### src/qvs_pkg.sv
package qvs_pkg;
  localparam int unsigned CLK_MHZ = 250;
  localparam int unsigned TIMEOUT_NS = 6500;
  localparam int unsigned TIMEOUT_CYC = TIMEOUT_NS * CLK_MHZ / 1000;
  localparam int unsigned LL_BLANK_MS = 25;
  localparam int unsigned LL_BLANK_CYC = LL_BLANK_MS * 1000 * CLK_MHZ;
  localparam int unsigned SHORT_MS = 90;
  localparam int unsigned SHORT_CYC = SHORT_MS * 1000 * CLK_MHZ;
  localparam int unsigned RECOVER_S = 4;
  localparam longint unsigned RECOVER_CYC =
    64'(RECOVER_S) * 64'd1000000000 / 64'd4;
  localparam int unsigned SETPT_DIV_SHIFT = 2;
  localparam int unsigned FILT_SHIFT = 6;
  localparam logic LINE_HIGH_RST = 1'b1;

  typedef enum {
    QVS_OFF,
    QVS_START,
    QVS_RUN,
    QVS_FAULT_WAIT,
    QVS_LATCHED
  } qvs_state_e;

  typedef struct packed {
    logic valley_below;
    logic short_release;
    logic line_below_low;
    logic line_above_high;
    logic cs_above_sp;
  } qvs_cmp_s;

  function automatic logic [7:0] qvs_sat_inc(input logic [7:0] v);
    qvs_sat_inc = (v == 8'hff) ? v : v + 8'h01;
  endfunction
endpackage

### src/qvs_line_range.sv
`timescale 1ns/1ps
module qvs_line_range
  import qvs_pkg::*;
#(
  parameter int unsigned BLANK = LL_BLANK_CYC
) (
  input wire logic clk_i,
  input wire logic arst_n_i,
  input wire logic below_low_i,
  input wire logic above_high_i,
  output logic high_line_o
);
  logic high_r, high_nxt;
  logic [31:0] cnt_r, cnt_nxt;

  always_comb begin
    high_nxt = high_r;
    cnt_nxt = 32'h0;
    if (above_high_i) begin
      high_nxt = 1'b1;
    end else if (below_low_i) begin
      cnt_nxt = (cnt_r == 32'(BLANK)) ? cnt_r : cnt_r + 32'h1;
      if (cnt_r == 32'(BLANK)) begin
        high_nxt = 1'b0;
      end
    end
  end

  always_ff @(posedge clk_i or negedge arst_n_i) begin
    if (!arst_n_i) begin
      high_r <= LINE_HIGH_RST;
      cnt_r <= 32'h0;
    end else begin
      high_r <= high_nxt;
      cnt_r <= cnt_nxt;
    end
  end

  assign high_line_o = high_r;
endmodule

### src/qvs_sequencer.sv
`timescale 1ns/1ps
module qvs_sequencer
  import qvs_pkg::*;
#(
  parameter int unsigned SHORT_LIMIT = SHORT_CYC,
  parameter longint unsigned RECOVER_LIMIT = RECOVER_CYC,
  parameter int unsigned BLANK_LIMIT = LL_BLANK_CYC,
  parameter int unsigned TIMEOUT_LIMIT = TIMEOUT_CYC,
  parameter bit AUTO_RECOVER = 1'b1,
  parameter int unsigned LOOP_W = 10
) (
  input wire logic MCLK_I,
  input wire logic ARST_N_I,
  input wire qvs_cmp_s CMP_I,
  input wire logic SUPPLY_ON_I,
  input wire logic SUPPLY_OFF_I,
  input wire logic FOLDBACK_ACTIVE_I,
  input wire logic BRIGHTNESS_FULL_I,
  input wire logic [2:0] FOLDBACK_SKIP_I,
  input wire logic MAJOR_FAULT_I,
  input wire logic AMP_SINKING_I,
  input wire logic [LOOP_W-1:0] LOOP_LEVEL_I,
  output logic GATE_O,
  output logic ON_LATCH_O,
  output logic [LOOP_W-1:0] SETPOINT_O,
  output logic LOOP_GROUND_O,
  output logic BOOST_SRC_O,
  output logic REF_FULL_O,
  output logic HIGH_LINE_O,
  output logic SHORT_FAULT_O,
  output logic LATCHED_O
);
  qvs_state_e st_r, st_nxt;
  logic gate_r, gate_nxt;
  logic boost_r, boost_nxt;
  logic [2:0] vcnt_r, vcnt_nxt;
  logic [31:0] scnt_r, scnt_nxt;
  logic [63:0] rcnt_r, rcnt_nxt;
  logic short_r, short_nxt;
  logic [LOOP_W+FILT_SHIFT-1:0] acc_r, acc_nxt;
  logic [LOOP_W-1:0] sp_r, sp_nxt;
  logic ref_r, ref_nxt;
  logic valley_evt;
  logic high_line;
  logic fault_any;
  logic [2:0] need;
  logic [LOOP_W-1:0] filt;
  logic [7:0] vinc;
  logic keep_r, keep_nxt;

  qvs_valley_timer #(.TIMEOUT(TIMEOUT_LIMIT)) u_vt (
    .clk_i(MCLK_I),
    .arst_n_i(ARST_N_I),
    .below_i(CMP_I.valley_below),
    .valley_evt_o(valley_evt)
  );

  qvs_line_range #(.BLANK(BLANK_LIMIT)) u_lr (
    .clk_i(MCLK_I),
    .arst_n_i(ARST_N_I),
    .below_low_i(CMP_I.line_below_low),
    .above_high_i(CMP_I.line_above_high),
    .high_line_o(high_line)
  );

  // Setpoint path: a leaky average removes the loop-node ripple.
  always_comb begin
    filt = acc_r[LOOP_W+FILT_SHIFT-1:FILT_SHIFT];
    acc_nxt = acc_r - (LOOP_W+FILT_SHIFT)'(filt)
      + (LOOP_W+FILT_SHIFT)'(LOOP_LEVEL_I);
    sp_nxt = filt >> SETPT_DIV_SHIFT;
    ref_nxt = !FOLDBACK_ACTIVE_I && BRIGHTNESS_FULL_I;
  end

  always_ff @(posedge MCLK_I or negedge ARST_N_I) begin
    if (!ARST_N_I) begin
      acc_r <= '0;
      sp_r <= '0;
      ref_r <= 1'b0;
    end else begin
      acc_r <= acc_nxt;
      sp_r <= sp_nxt;
      ref_r <= ref_nxt;
    end
  end

  // Short timer restarts when the valley node climbs above 1 V, outside QVS_RUN, and after it fires.
  always_comb begin
    scnt_nxt = scnt_r;
    short_nxt = 1'b0;
    if (st_r != QVS_RUN || CMP_I.short_release) begin
      scnt_nxt = 32'h0;
    end else if (scnt_r == 32'(SHORT_LIMIT - 1)) begin
      scnt_nxt = 32'h0;
      short_nxt = 1'b1;
    end else begin
      scnt_nxt = scnt_r + 32'h1;
    end
  end

  always_ff @(posedge MCLK_I or negedge ARST_N_I) begin
    if (!ARST_N_I) begin
      scnt_r <= 32'h0;
      short_r <= 1'b0;
    end else begin
      scnt_r <= scnt_nxt;
      short_r <= short_nxt;
    end
  end

  assign fault_any = short_r || MAJOR_FAULT_I || SUPPLY_OFF_I;

  // Valleys required before the next turn-on.
  always_comb begin
    need = high_line ? 3'd2 : 3'd1;
    if (FOLDBACK_ACTIVE_I) begin
      need = need + FOLDBACK_SKIP_I;
    end
  end

  // Main sequencing: start-up, switching, fault handling.
  always_comb begin
    st_nxt = st_r;
    gate_nxt = gate_r;
    boost_nxt = boost_r;
    vcnt_nxt = vcnt_r;
    rcnt_nxt = 64'h0;
    keep_nxt = keep_r;
    // The count is compared at full width so a wrap cannot hide a valley.
    vinc = qvs_sat_inc({5'h00, vcnt_r});
    case (st_r)
      QVS_OFF: begin
        gate_nxt = 1'b0;
        if (SUPPLY_ON_I && !SUPPLY_OFF_I) begin
          st_nxt = QVS_START;
          keep_nxt = 1'b0;
          boost_nxt = 1'b1;
        end
      end
      QVS_START, QVS_RUN: begin
        if (st_r == QVS_START) begin
          st_nxt = QVS_RUN;
        end
        if (AMP_SINKING_I) begin
          boost_nxt = 1'b0;
        end
        if (gate_r && CMP_I.cs_above_sp) begin
          gate_nxt = 1'b0;
          vcnt_nxt = 3'd0;
        end else if (!gate_r && valley_evt && !fault_any) begin
          if (vinc >= {5'h00, need}) begin
            gate_nxt = 1'b1;
            vcnt_nxt = 3'd0;
          end else begin
            vcnt_nxt = vcnt_r + 3'd1;
          end
        end
        if (fault_any) begin
          gate_nxt = 1'b0;
          boost_nxt = 1'b0;
        end
        if (SUPPLY_OFF_I) begin
          // Remember the undervoltage exit so the retry keeps the loop level.
          st_nxt = QVS_OFF;
          keep_nxt = 1'b1;
        end else if (short_r || MAJOR_FAULT_I) begin
          st_nxt = AUTO_RECOVER ? QVS_FAULT_WAIT : QVS_LATCHED;
        end
      end
      QVS_FAULT_WAIT: begin
        gate_nxt = 1'b0;
        rcnt_nxt = rcnt_r + 64'h1;
        if (rcnt_r == RECOVER_LIMIT - 1) begin
          st_nxt = QVS_OFF;
        end
      end
      QVS_LATCHED: begin
        gate_nxt = 1'b0;
      end
      default: begin
        st_nxt = QVS_OFF;
        gate_nxt = 1'b0;
      end
    endcase
  end

  always_ff @(posedge MCLK_I or negedge ARST_N_I) begin
    if (!ARST_N_I) begin
      st_r <= QVS_OFF;
      gate_r <= 1'b0;
      boost_r <= 1'b0;
      vcnt_r <= 3'd0;
      rcnt_r <= 64'h0;
      keep_r <= 1'b0;
    end else begin
      st_r <= st_nxt;
      gate_r <= gate_nxt;
      boost_r <= boost_nxt;
      vcnt_r <= vcnt_nxt;
      rcnt_r <= rcnt_nxt;
      keep_r <= keep_nxt;
    end
  end

  assign GATE_O = gate_r;
  assign ON_LATCH_O = gate_r;
  assign SETPOINT_O = sp_r;
  // Undervoltage keeps the loop level so a retry resumes from it.
  // Any other off state holds the loop node at ground.
  assign LOOP_GROUND_O = (st_r == QVS_FAULT_WAIT)
    || (st_r == QVS_LATCHED)
    || (st_r == QVS_OFF && !keep_r);
  assign BOOST_SRC_O = boost_r;
  assign REF_FULL_O = ref_r;
  assign HIGH_LINE_O = high_line;
  assign SHORT_FAULT_O = short_r;
  assign LATCHED_O = (st_r == QVS_LATCHED);
endmodule

### src/qvs_valley_timer.sv
`timescale 1ns/1ps
module qvs_valley_timer
  import qvs_pkg::*;
#(
  parameter int unsigned TIMEOUT = TIMEOUT_CYC
) (
  input wire logic clk_i,
  input wire logic arst_n_i,
  input wire logic below_i,
  output logic valley_evt_o
);
  logic below_r, below_nxt;
  logic [15:0] cnt_r, cnt_nxt;
  logic tout;

  always_comb begin
    below_nxt = below_i;
    tout = below_i && (cnt_r == 16'(TIMEOUT - 1));
    if (!below_i || tout) begin
      cnt_nxt = 16'h0000;
    end else begin
      cnt_nxt = cnt_r + 16'h0001;
    end
    // A falling crossing or a time-out both count as a valley.
    valley_evt_o = (below_i && !below_r) || tout;
  end

  always_ff @(posedge clk_i or negedge arst_n_i) begin
    if (!arst_n_i) begin
      below_r <= 1'b0;
      cnt_r <= 16'h0000;
    end else begin
      below_r <= below_nxt;
      cnt_r <= cnt_nxt;
    end
  end
endmodule

### config.mk
export PLATFORM = sky130hd
export DESIGN_NAME = qvs_sequencer
export DESIGN_NICKNAME = d
export VERILOG_FILES = /design/src/qvs_pkg.sv /design/src/qvs_line_range.sv /design/src/qvs_sequencer.sv /design/src/qvs_valley_timer.sv
export SDC_FILE = /design/constraint.sdc
export NUM_CORES = 1
export LEC_CHECK = 0
export BUFFER_PORTS_ARGS = -buffer_cell sky130_fd_sc_hd__buf_4
export CORE_MARGIN = 8
export CORE_UTILIZATION = 50
export DETAILED_ROUTE_END_ITERATION = 8
export MAX_ROUTING_LAYER = met4
export PLACE_DENSITY = 0.67
export SLEW_MARGIN = 10
export SYNTH_ARGS = -nofsm -noshare
export SYNTH_HDL_FRONTEND = slang
export SYNTH_SLANG_ARGS = --single-unit
### constraint.sdc
create_clock -name MCLK_I -period 6.5 [get_ports MCLK_I]
set_clock_uncertainty 0.2 [all_clocks]
set_input_delay 0.65 -clock MCLK_I [delete_from_list [all_inputs] [get_ports MCLK_I]]
set_output_delay 0.65 -clock MCLK_I [all_outputs]
set_load 0.05 [all_outputs]
### Yosys cells after proc, flatten, opt, wreduce, memory -nomap -nowiden

Cells that the tools add are included.

* $add $sub $neg: 9
* magnitude comparators: 1
* equal/unequal tests: 20
* mux-type cells: 35
* bitwise operators: 1
* reductions and logical operators: 35

Operators by type and width (number)
* 2-to-1 mux 32 bit: 10
* one-hot mux 32 bit (4 select lines): 1
* equality test 32 x 2 -> 1 bit, second input constant: 3
* adder 32 x 1 -> 32 bit, second input constant: 2
* adder 64 x 1 -> 64 bit, second input constant: 1
* equality test 32 x 3 -> 1 bit, second input constant: 2
* equality test 64 x 30 -> 1 bit, second input constant: 1
* logical NOT 32 bit: 2
* 2-to-1 mux 64 bit: 1
* equality test 32 x 1 -> 1 bit, second input constant: 1
* equality test 32 x 23 -> 1 bit, second input constant: 1
* equality test 32 x 25 -> 1 bit, second input constant: 1
* equality test 32 x 4 -> 1 bit, second input constant: 1
* != test 32 x 3 -> 1 bit, second input constant: 1
* adder 16 x 1 -> 16 bit, second input constant: 1
* adder 16 x 10 -> 16 bit: 1
* equality test 16 x 11 -> 1 bit, second input constant: 1
* 2-to-1 mux 16 bit: 1
* subtractor 16 x 10 -> 16 bit: 1
* 2-to-1 mux 1 bit: 15
* 2-to-1 mux 3 bit: 4
* != test 4 bit, second input constant: 3
* logical AND 1 bit: 8
* nonzero test 2 bit: 4
* 15 further kinds: 34

* bits in registers: 210
* input port bits: 26
* output and inout bits: 18
* word-level logic and storage cells: 116

### Longest topological paths before layout

Gate-level depths: netlist (run 1).

* depth in word-level cells: 9
* depth in mapped cells: 11
* gate-level depth less buffers: 11

### By module

A second synthesis (run 1) with hierarchy kept.

* cell total of the unflattened synthesis: 1033
* area total of the unflattened synthesis: 9982.1 µm²

Modules (own cells, without submodules)
* qvs_sequencer: times used 1, cells each 766, area each 7337.0 µm²
* qvs_line_range: times used 1, cells each 182, area each 1739.2 µm²
* qvs_valley_timer: times used 1, cells each 85, area each 905.9 µm²

### Least setup slack after synthesis (run 1)

Ideal clock, no wire load.

* path type: input-to-reg
* start point: input port LOOP_LEVEL_I[1]
* end point: register acc_r[15]
* library setup time: 0.069 ns
* arrival: 2.830 ns
* slack: 3.401 ns
* stages on the path: 10
* cell sequence: inv_1 fa_1 inv_1 ha_1 a211oi_1 nor2_1 o21ai_1 o21ai_0 or4_1 nand3_1

* longest elaborated chain between the ends: 1

RTL lines
* from (decl): RTL line qvs_sequencer.sv:22 `input wire logic [LOOP_W-1:0] LOOP_LEVEL_I,`
* adder 16 x 10 -> 16 bit: RTL line qvs_sequencer.sv:70 `+ (LOOP_W+FILT_SHIFT)'(LOOP_LEVEL_I);`
* net acc_nxt[15]: RTL line qvs_sequencer.sv:40 `logic [LOOP_W+FILT_SHIFT-1:0] acc_r, acc_nxt;`
* to (signal assigned): RTL line qvs_sequencer.sv:81 `acc_r <= acc_nxt;`
* to (decl): RTL line qvs_sequencer.sv:40

The timed path passes the listed nets, and every way through them passes these cells.
A chain may end at the register's enable or synchronous reset.

### Worst setup path after layout (run 1)

* start point: register u_lr.high_r, in the netlist u_lr.high_line_o
* end point: register gate_r, in the netlist GATE_O

* longest elaborated chain between the ends: 6

RTL lines
* from (decl): RTL line qvs_line_range.sv:13 `logic high_r, high_nxt;`
* from (signal assigned): RTL line qvs_line_range.sv:34 `high_r <= high_nxt;`
* 2-to-1 mux 2 bit (*): RTL line qvs_sequencer.sv:115 `need = high_line ? 3'd2 : 3'd1;`
* adder 2 x 3 -> 3 bit: RTL line qvs_sequencer.sv:117 `need = need + FOLDBACK_SKIP_I;`
* 2-to-1 mux 3 bit (*): RTL line qvs_sequencer.sv:116 `if (FOLDBACK_ACTIVE_I) begin`
* greater-or-equal comparator 4 x 3 -> 1 bit (*): RTL line qvs_sequencer.sv:151 `if (vinc >= {5'h00, need}) begin`
* != test 4 bit (no line) (*)
* AND reduction 2 bit (no line) (*)
* to (signal assigned): RTL line qvs_sequencer.sv:197 `gate_r <= gate_nxt;`
* to (decl): RTL line qvs_sequencer.sv:34 `logic gate_r, gate_nxt;`

Every way passes the cells marked *; elsewhere a longest branch is shown, timed or not.

==> results of run 1 <==
[cell usage in the layout (no fill, tap or decap), types with 4 or more instances in the layout]
| cell | n |
|---|---|
| and2_1 | 66 |
| nand2b_1 | 5 |
| clkbuf_16 | 17 |
| xnor2_1 | 81 |
| nand3_1 | 57 |
| a21o_1 | 6 |
| nor3_1 | 15 |
| nor2_1 | 112 |
| nor4_1 | 14 |
| dfrtp_1 | 179 |
| buf_4 | 42 |
| a21oi_1 | 15 |
| a211oi_1 | 4 |
| fa_1 | 11 |
| nor4b_1 | 12 |
| inv_1 | 67 |
| nand2_1 | 55 |
| nor2b_1 | 9 |
| o21ai_0 | 16 |
| and4_1 | 13 |
| nand4_1 | 46 |
| a31oi_1 | 5 |
| clkinv_4 | 4 |
| and3_1 | 30 |
| ha_1 | 31 |
| xor2_1 | 66 |
[sequential cells by signal, indices dropped and copies added, names as in the netlist, 2 cells and up]
signal      flops
acc_r          16
u_lr.cnt_r     32
st_r            2
vcnt_r          3
SETPOINT_O      8
rcnt_r         64
scnt_r         32
u_vt.cnt_r     16
[metrics by stage]
stage | power, µW | std cells | worst slack, ns | hold slack (ns)
3_5_place_dp | 2810 | 1274 | 3.09 | 0.242
3_3_place_gp | 2790 | 1274 | 3.12 | 0.242
6_report | 3810 | 1306 | 3.38 | 0.0377
4_1_cts | 3850 | 1306 | 3.37 | 0.0574
5_1_grt | 4120 | 1306 | 3.20 | 0.0927
2_1_floorplan | 2470 | 994 | 3.40 | 0.154
[worst min-delay path by stage]
stage / endpoint
floorplan: BOOST_SRC_O
detailed placement: SETPOINT_O[7]
global placement: rcnt_r[0]
finish: u_vt.cnt_r[3]
global route: u_vt.cnt_r[3]
CTS: u_vt.cnt_r[4]
[cell families after synthesis]
kind of cell / share of synthesized area, %
compound gates: 4.01
buf+inv: 3.94
flops: 46.1
mux: 0.538
fa+ha+maj: 6.22
simple gates: 25.9
xor+xnor: 13.2
other cells: 0.0384
[layout make-up]
class / instances / area [µm²] / share of cell area, %
clock buffers: 19 / 443 / 4.07
clock inverters: 13 / 149 / 1.37
inverters: 67 / 251 / 2.31
multi-input cells: 719 / 4890 / 44.9
flip-flops and latches: 180 / 4510 / 41.4
well taps: 265 / 332 / 3.04
repair buffers: 43 / 327 / 3.00
[worst reg2reg max path, cell delays in order (launching register included)]
cell     delay (ns)
dfstp_2        0.64
inv_1          0.07
ha_1           0.19
fa_1           0.42
mux2i_1        0.28
ha_1           0.29
a21o_1         0.16
a21o_1         0.21
a31oi_1        0.28
o31ai_1        0.09
and3_1         0.18
[routing by layer]
layer / global-route usage (%) / vias to the layer above
li1: - / 3429
met1: 22.0 / 3282
met2: 24.3 / 62
met3: 3.21 / 21
met4: 4.39 / 0
met5: - / -
[power breakdown]
group	leakage, µW	switching (µW)	internal [µW]
clock network	0.000281	443	582
registers	0.00244	81.4	1250
logic	0.00221	870	587
total	0.00493	1390	2420
==> impl_metrics.ini, run 1 <==
[logic_synthesis]
dominantRegCellSynth = dfrtp_1
synth.distinct_cells = 63
synth_enable_flop_cells = 0
synth_top_area_share_pct = 45.9
yosysWarnings = 0
yosysMostFrequentCell = dfrtp_1
synthesis.area_um2 = 9770
synth_seq_cells = 180
ys_seq_area_share_pct = 46.1
syn_area_per_cell_um2 = 9.85
ys_top_cells_by_count = dfrtp_1, nor2_1, xnor2_1
synth_top_cell_by_area = dfrtp_1
synth.area.top_cells = dfrtp_1, xnor2_1, xor2_1
synthArstFlopShare_pct = 100
netlist_instances = 992

[sta]
fin_crit_sh_pct = 48.1
max-slew-margin-rel_pct = 37.2
worstMarginPinSlew_ns = 0.933
finalCriticalPeriod_ns = 3.12
fin_setup_tns_ns = 0
setup_viol = 0
hold_violations = 0
slew_viol_final = 0
rsz0062_at_grt = no
fmax_mhz = 320

[clock_tree]
holdBufCountCts = 0
clkTransAtPathRegs_ns = 0.07
clock_path_buffers = 2
clock_tree.root_cell = clkbuf_16
clkLatencyLatePin_ns = 0.43
cts_tree = done
post_cts_resized = 0
cts_made_buffers = 17
numClockSinks = 180
cts-htree-levels = 4
cts_setup_buffers = 0

[floorplan]
chipWidth_um = 156
boundaryPins = 44
die_area_um2 = 24300
dieHeight_um = 156
core_um2 = 19300
start_util_pct = 50.5
rows = 51

[detailed_routing]
vias = 6794
wl_met1_mm = 9.20
drc = 0
wl_met3_um = 396
wire_per_inst_um = 13.8
viasPerCell = 5.20
wirelength_mm = 18.0
top_layer_used = met4
drt-initial-drc-count = 357
dr.pass1.iters = 4
route.met2.wl_mm = 8.24
final_antenna_net_count = 0

[pwr]
ir_worst_vdd_mv = 0.389
p_leak_uw = 0.00493
p_per_area_nw_per_um2 = 350

[setup_path]
critPathBufInv = 1
end_kind = flop
cp_cell_sequence = inv_1 > ha_1 > fa_1 > mux2i_1 > ha_1 > a21o_1 > a21o_1 > a31oi_1 > o31ai_1 > and3_1
r2r_start = u_lr.high_line_o
crit_fanout = 6
reg2reg_depth = 10
r2r_end = GATE_O
crit_cells = 10
max_stage_delay_ns = 0.64
crit_slowest_cell = dfstp_2
rrSetupSlack_ns = 3.38
cp_data_arrival_time_ns = 3.25
crit_path_start_kind = flop
endpoint = GATE_O
startpoint = u_lr.high_line_o
required_ns = 6.62
crit_family = adder cells
criticalPathCategory = flop to flop

[status]
status = finished, final reports clean

[layout]
nFillCells = 1701
nets = 1096
drive_gt1_share_pct = 9.03
fin_util_pct = 56.3
fin_area_um2 = 10900
n_antenna_cell = 0
area_growth_pct = 11.5

[flow_run]
maxCapViolCount = 0

[placement]
routabilityCongestion = 0.804
dp_hpwl_mm = 12.6
portBuffers = 40
dpl_cell_area_um2 = 10300

[global_route]
grt_usage_pct = 16.2
grt_max_degree = 74
grt_pass1_wl_mm = 31.5
antenna_found_initial = 0
first_global_vias = 6576
grt_overflow_total = 0

[hold_path]
hold_class = primary input to asynchronous set/reset pin
(Power assumes the default switching activity.)
==> run 2: changes to the inputs <==
clock period = 3.03 ns   (was 6.5 ns; I/O delays follow)
==> run 2 against run 1 <==
Net effect: die area stayed put; non-clock buffer count increased by 20; global-route usage grew 1.0 points; clock power up 120%; sequential cell count did not move; maximum frequency increased by 8.3%; critical path depth is the same; register-to-register slack worse by 3.2 ns; power is 130% higher; worst hold slack better by 0.021 ns; first-iteration DRC count shrank 11%; routed wire length rose by 5.3%; critical path type unchanged; largest power group unchanged.
==> impl_metrics.ini, run 2 (synthesized netlist as in run 1, its figures left out) <==
[clock_tree]
numClockSinks = 180
cts_tree = done
cts-htree-levels = 4
clkLatencyLatePin_ns = 0.42
clkTransAtPathRegs_ns = 0.07
clock_path_buffers = 2
cts_made_buffers = 17
clock_tree.root_cell = clkbuf_16

[global_route]
grt_pass1_wl_mm = 33.4
grt_usage_pct = 17.2
first_global_vias = 6828
antenna_found_initial = 0
grt_max_degree = 57
grt_overflow_total = 0

[placement]
dpl_cell_area_um2 = 10400
portBuffers = 40
placed_cells = 1286
dp_hpwl_mm = 13.3
routabilityCongestion = 0.827

[pwr]
p_per_area_nw_per_um2 = 776
ir_worst_vdd_mv = 0.849
p_leak_uw = 0.00503

[layout]
drive_gt1_share_pct = 10.3
reg.largest.list = rcnt_r: 64 flops, scnt_r: 32 flops, u_lr.cnt_r: 32 flops
layout_commonest_cell = dfrtp_1
final-seq-area_um2 = 4510
fin_util_pct = 57.5
largest_register = rcnt_r
nets = 1116
n_antenna_cell = 0
multiInputGateArea_um2 = 4910
finalNonFillerCells = 1325
nFillCells = 1703
area_growth_pct = 13.8
layout_common_cells = dfrtp_1, nor2_1, xnor2_1
largest_reg_flops = 64
fin_area_um2 = 11100

[setup_path]
r2r_start = u_lr.high_line_o
crit_fanout = 6
cp_data_arrival_time_ns = 3.00
r2r_end = GATE_O
cp_cell_sequence = inv_1 > ha_1 > fa_1 > mux2i_1 > ha_1 > a21o_1 > a21o_1 > a31oi_1 > o31ai_1 > and3_1
required_ns = 3.14
crit_path_start_kind = flop
reg2reg_depth = 10
criticalPathCategory = flop to flop
max_stage_delay_ns = 0.59
endpoint = GATE_O
crit_family = adder cells
crit_slowest_cell = dfstp_2
rrSetupSlack_ns = 0.15
critPathBufInv = 1
startpoint = u_lr.high_line_o
crit_cells = 10
end_kind = flop

[hold_path]
hold_class = primary input to flop
hp-start = MAJOR_FAULT_I

[sta]
hold_violations = 0
worstMarginPinSlew_ns = 0.609
finalCriticalPeriod_ns = 2.88
hold_ws_ns = 0.0585
setup_viol = 0
max-slew-margin-rel_pct = 59.0
rsz0062_at_grt = no
fin_crit_sh_pct = 95.1
fin_setup_tns_ns = 0
slew_viol_final = 0
fmax_mhz = 347

[floorplan]
dieHeight_um = 156
die_area_um2 = 24300
boundaryPins = 44
rows = 51
core_um2 = 19300
chipWidth_um = 156
start_util_pct = 50.5

[flow_run]
maxCapViolCount = 0

[detailed_routing]
drt-initial-drc-count = 318
vias = 6919
final_antenna_net_count = 0
wirelength_mm = 19.0
viasPerCell = 5.22
wire_per_inst_um = 14.3
dr.pass1.iters = 4
drc = 0

[status]
status = finished, final reports clean
==> run 2: changes by cell type in the layout (fill, tap and decap cells not counted), sizes merged <==
cell / change
buf: +12
bufinv: +1
clkbuf: +1
clkinv: -3
clkinvlp: +1
dlygate4sd3: +8
inv: -1
==> run 2: area by class of cell <==
cell class,instances,area share (%)
multi-input combinational,719,44.2
sequential,180,40.5
timing repair buffer,63,4.58
clock buffer,20,4.11
tap,265,2.98
inverter,67,2.26
clock inverter,11,1.36
==> run 2: worst min-delay path by stage <==
| stage | end | slack [ns] | cells past startpoint |
|---|---|---|---|
| 6_report | GATE_O | 0.06 | 3 |
| 5_1_grt | u_lr.high_line_o | 0.05 | 3 |
| 4_1_cts | GATE_O | 0.04 | 3 |
| 3_5_place_dp | u_vt.cnt_r[6] | 0.1 | 1 |
| 3_3_place_gp | u_vt.cnt_r[6] | 0.09 | 1 |
| 2_1_floorplan | BOOST_SRC_O | -0.19 | 0 |
==> run 2: per-stage QoR <==
stage	power, µW	worst slack [ns]
finish	8620	0.147
CTS	8610	0.123
global route	9250	0.00154
detailed placement	6270	0.106
global placement	6200	0.185
floorplan	5300	0.117
==> run 2: power breakdown <==
group / switching [µW] / internal (µW)
Clock: 950 / 1340
Combinational: 2010 / 1490
Sequential: 164 / 2670
Total: 3120 / 5500
==> run 2: worst register-to-register path, cell delays in order, from the launching register on <==
cell and delay (ns):
dfstp_2 0.59, inv_1 0.06, ha_1 0.19, fa_1 0.42, mux2i_1 0.17, ha_1 0.25, a21o_1 0.16, a21o_1 0.21
a31oi_1 0.26, o31ai_1 0.09, and3_1 0.18
==> run 2: repair_timing <==
| item | 4_1_cts | 5_1_grt |
|---|---|---|
| hold endpoints to repair | 58 | 0 |
| hold buffers | 8 | 0 |
| gates resized for setup | 0 | 6 |
| endpoints found under the setup margin | 0 | 2 |
| buffers inserted | 0 | 0 |
==> run 2: layer usage <==
metal / GRT usage, % / up-vias / part of all wire (%)
met3: 3.55 / 15 / 2.5
met1: 23.4 / 3395 / 50
met4: 4.11 / 0 / 0.83
li1: - / 3453 / -
met5: - / - / 0
met2: 26.0 / 56 / 46
==> run 3: changes to the inputs <==
CORE_ASPECT_RATIO = 0.7   (was unset)
CORE_MARGIN = 2   (was 8)
REMOVE_ABC_BUFFERS = 1   (was unset)
==> run 3 against run 2 <==
Net effect: routed wire length increased by 0.28%; global-route usage increased by 3.1 points; sequential power about the same; non-clock buffer count unchanged; power about the same; critical path depth unchanged; worst hold slack improved by 0.013 ns; sequential cell count unchanged; largest cell class unchanged; sequential share of layout area about the same.
==> impl_metrics.ini, run 3 (synthesized netlist as in run 1, its figures left out) <==
[clock_tree]
cts_tree = done
cts-htree-levels = 4
cts_made_buffers = 17
clkTransAtPathRegs_ns = 0.07
clock_tree.root_cell = clkbuf_16
clock_path_buffers = 2
numClockSinks = 180
clkLatencyLatePin_ns = 0.44
cts_setup_buffers = 0

[layout]
nFillCells = 1663
area_growth_pct = 13.9
largest_reg_flops = 64
nets = 1116
layout_common_cells = dfrtp_1, nor2_1, xnor2_1
reg.largest.list = rcnt_r: 64 flops, scnt_r: 32 flops, u_lr.cnt_r: 32 flops
n_antenna_cell = 0
fin_area_um2 = 11100
finalNonFillerCells = 1325
layout_commonest_cell = dfrtp_1
drive_gt1_share_pct = 10.2
largest_register = rcnt_r

[hold_path]
hp-start = SUPPLY_ON_I
hold_class = primary input to flop

[pwr]
p_per_area_nw_per_um2 = 776
ir_worst_vdd_mv = 0.716
p_leak_uw = 0.00505

[setup_path]
crit_top_cell = inv_1
crit_path_start_kind = flop
max_stage_delay_ns = 0.52
end_kind = flop
startpoint = acc_r[7]
cp_cell_sequence = inv_1 > fa_1 > inv_1 > ha_1 > a21oi_1 > o21ai_0 > or3_1 > a31oi_1 > nor3_1 > o311ai_1
required_ns = 3.16
criticalPathCategory = flop to flop
crit_fanout = 5
cp_data_arrival_time_ns = 3.03
crit_slowest_cell = fa_1
r2r_start = acc_r[7]

[global_route]
grt_max_degree = 85
first_global_vias = 6565
grt_usage_pct = 20.3
grt_pass1_wl_mm = 32.5
antenna_found_initial = 0
grt_overflow_total = 0

[floorplan]
die_area_um2 = 20700
rows = 42
start_util_pct = 51.4
boundaryPins = 44
dieHeight_um = 121
core_um2 = 19000
chipWidth_um = 171

[placement]
placed_cells = 1284
dpl_cell_area_um2 = 10400
dp_hpwl_mm = 13.1
routabilityCongestion = 0.821
dp_slack_ns = 0.129
portBuffers = 40

[status]
status = finished, final reports clean

[sta]
max-slew-margin-rel_pct = 53.4
rsz0062_at_grt = no
fin_setup_tns_ns = 0
fin_ws_ns = 0.136
finalCriticalPeriod_ns = 2.89
fin_crit_sh_pct = 95.5
slew_viol_final = 0
hold_ws_ns = 0.0719
fmax_mhz = 346
setup_viol = 0
hold_violations = 0
worstMarginPinSlew_ns = 0.690

[detailed_routing]
drc = 0
wire_per_inst_um = 14.4
final_antenna_net_count = 0
dr.pass1.iters = 6
wirelength_mm = 19.0
vias = 6957
drt-initial-drc-count = 441
viasPerCell = 5.25

[flow_run]
maxCapViolCount = 0
-- run 3: changes by cell type in the layout (fill, tap and decap cells not counted), sizes merged, moves of 2 or more --
cell,delta
buf,-2
clkinv,+3
clkinvlp,-3
inv,+2
-- run 3: area by class of cell --
type / instances / area, µm² / share of cell area [%]
Multi-Input combinational cell: 719 / 4900 / 44.0
Sequential cell: 180 / 4510 / 40.5
Timing Repair Buffer: 63 / 514 / 4.62
Clock buffer: 18 / 429 / 3.86
Tap cell: 264 / 330 / 2.97
Inverter: 67 / 251 / 2.26
Clock inverter: 14 / 199 / 1.79
-- run 3: critical path, delay by kind of cell (launching register included) --
kind	cells	cell delay, ns
AOI/OAI and AO/OA	4	0.78
adders and majority gates	2	0.87
buffers and inverters	2	0.13
DFF	1	0.38
and+or+nand+nor	2	0.43
-- run 3: what timing repair did --
action                                  CTS  global route
endpoints found under the hold margin    87             0
hold buffers                              9             0
gates resized for setup                   0             4
endpoints found under the setup margin    0             3
-- run 3: metal layers --
layer  share of wire [%]  wire (µm)  vias up  global-route usage [%]
li1                    -          -     3467                       -
met1                  54      10300     3345                    30.8
met2                  41       7880      132                    28.1
met3                 3.8        731       13                    4.11
met4                0.84        160        0                    4.45
met5                   0          0        -                       -
-- run 3: power by group --
| part | switching, µW | internal [µW] | leakage, µW | total (µW) |
|---|---|---|---|---|
| clock | 977 | 1390 | 0.000306 | 2370 |
| combinational | 2010 | 1410 | 0.00231 | 3420 |
| sequential | 172 | 2670 | 0.00244 | 2850 |
| total | 3160 | 5480 | 0.00505 | 8630 |
-- run 3: final timing paths --
| kind | to | slack (ns) | depth (start not counted) |
|---|---|---|---|
| max | acc_r[14] | 0.14 | 10 |
| min | BOOST_SRC_O | 0.07 | 4 |
| max reg2reg | acc_r[14] | 0.14 | 10 |
| min reg2reg | SETPOINT_O[0] | 0.23 | 0 |
| max in group asynchronous | u_lr.high_line_o | 1.63 | 3 |
| min in group asynchronous | rcnt_r[53] | 0.29 | 2 |
-- run 3: stage by stage --
step           utilization (%)  power, µW
2_1_floorplan                -       5280
3_3_place_gp              54.7       6140
3_5_place_dp              54.7       6210
4_1_cts                   58.4       8660
5_1_grt                   58.5       9240
6_report                  58.5       8630
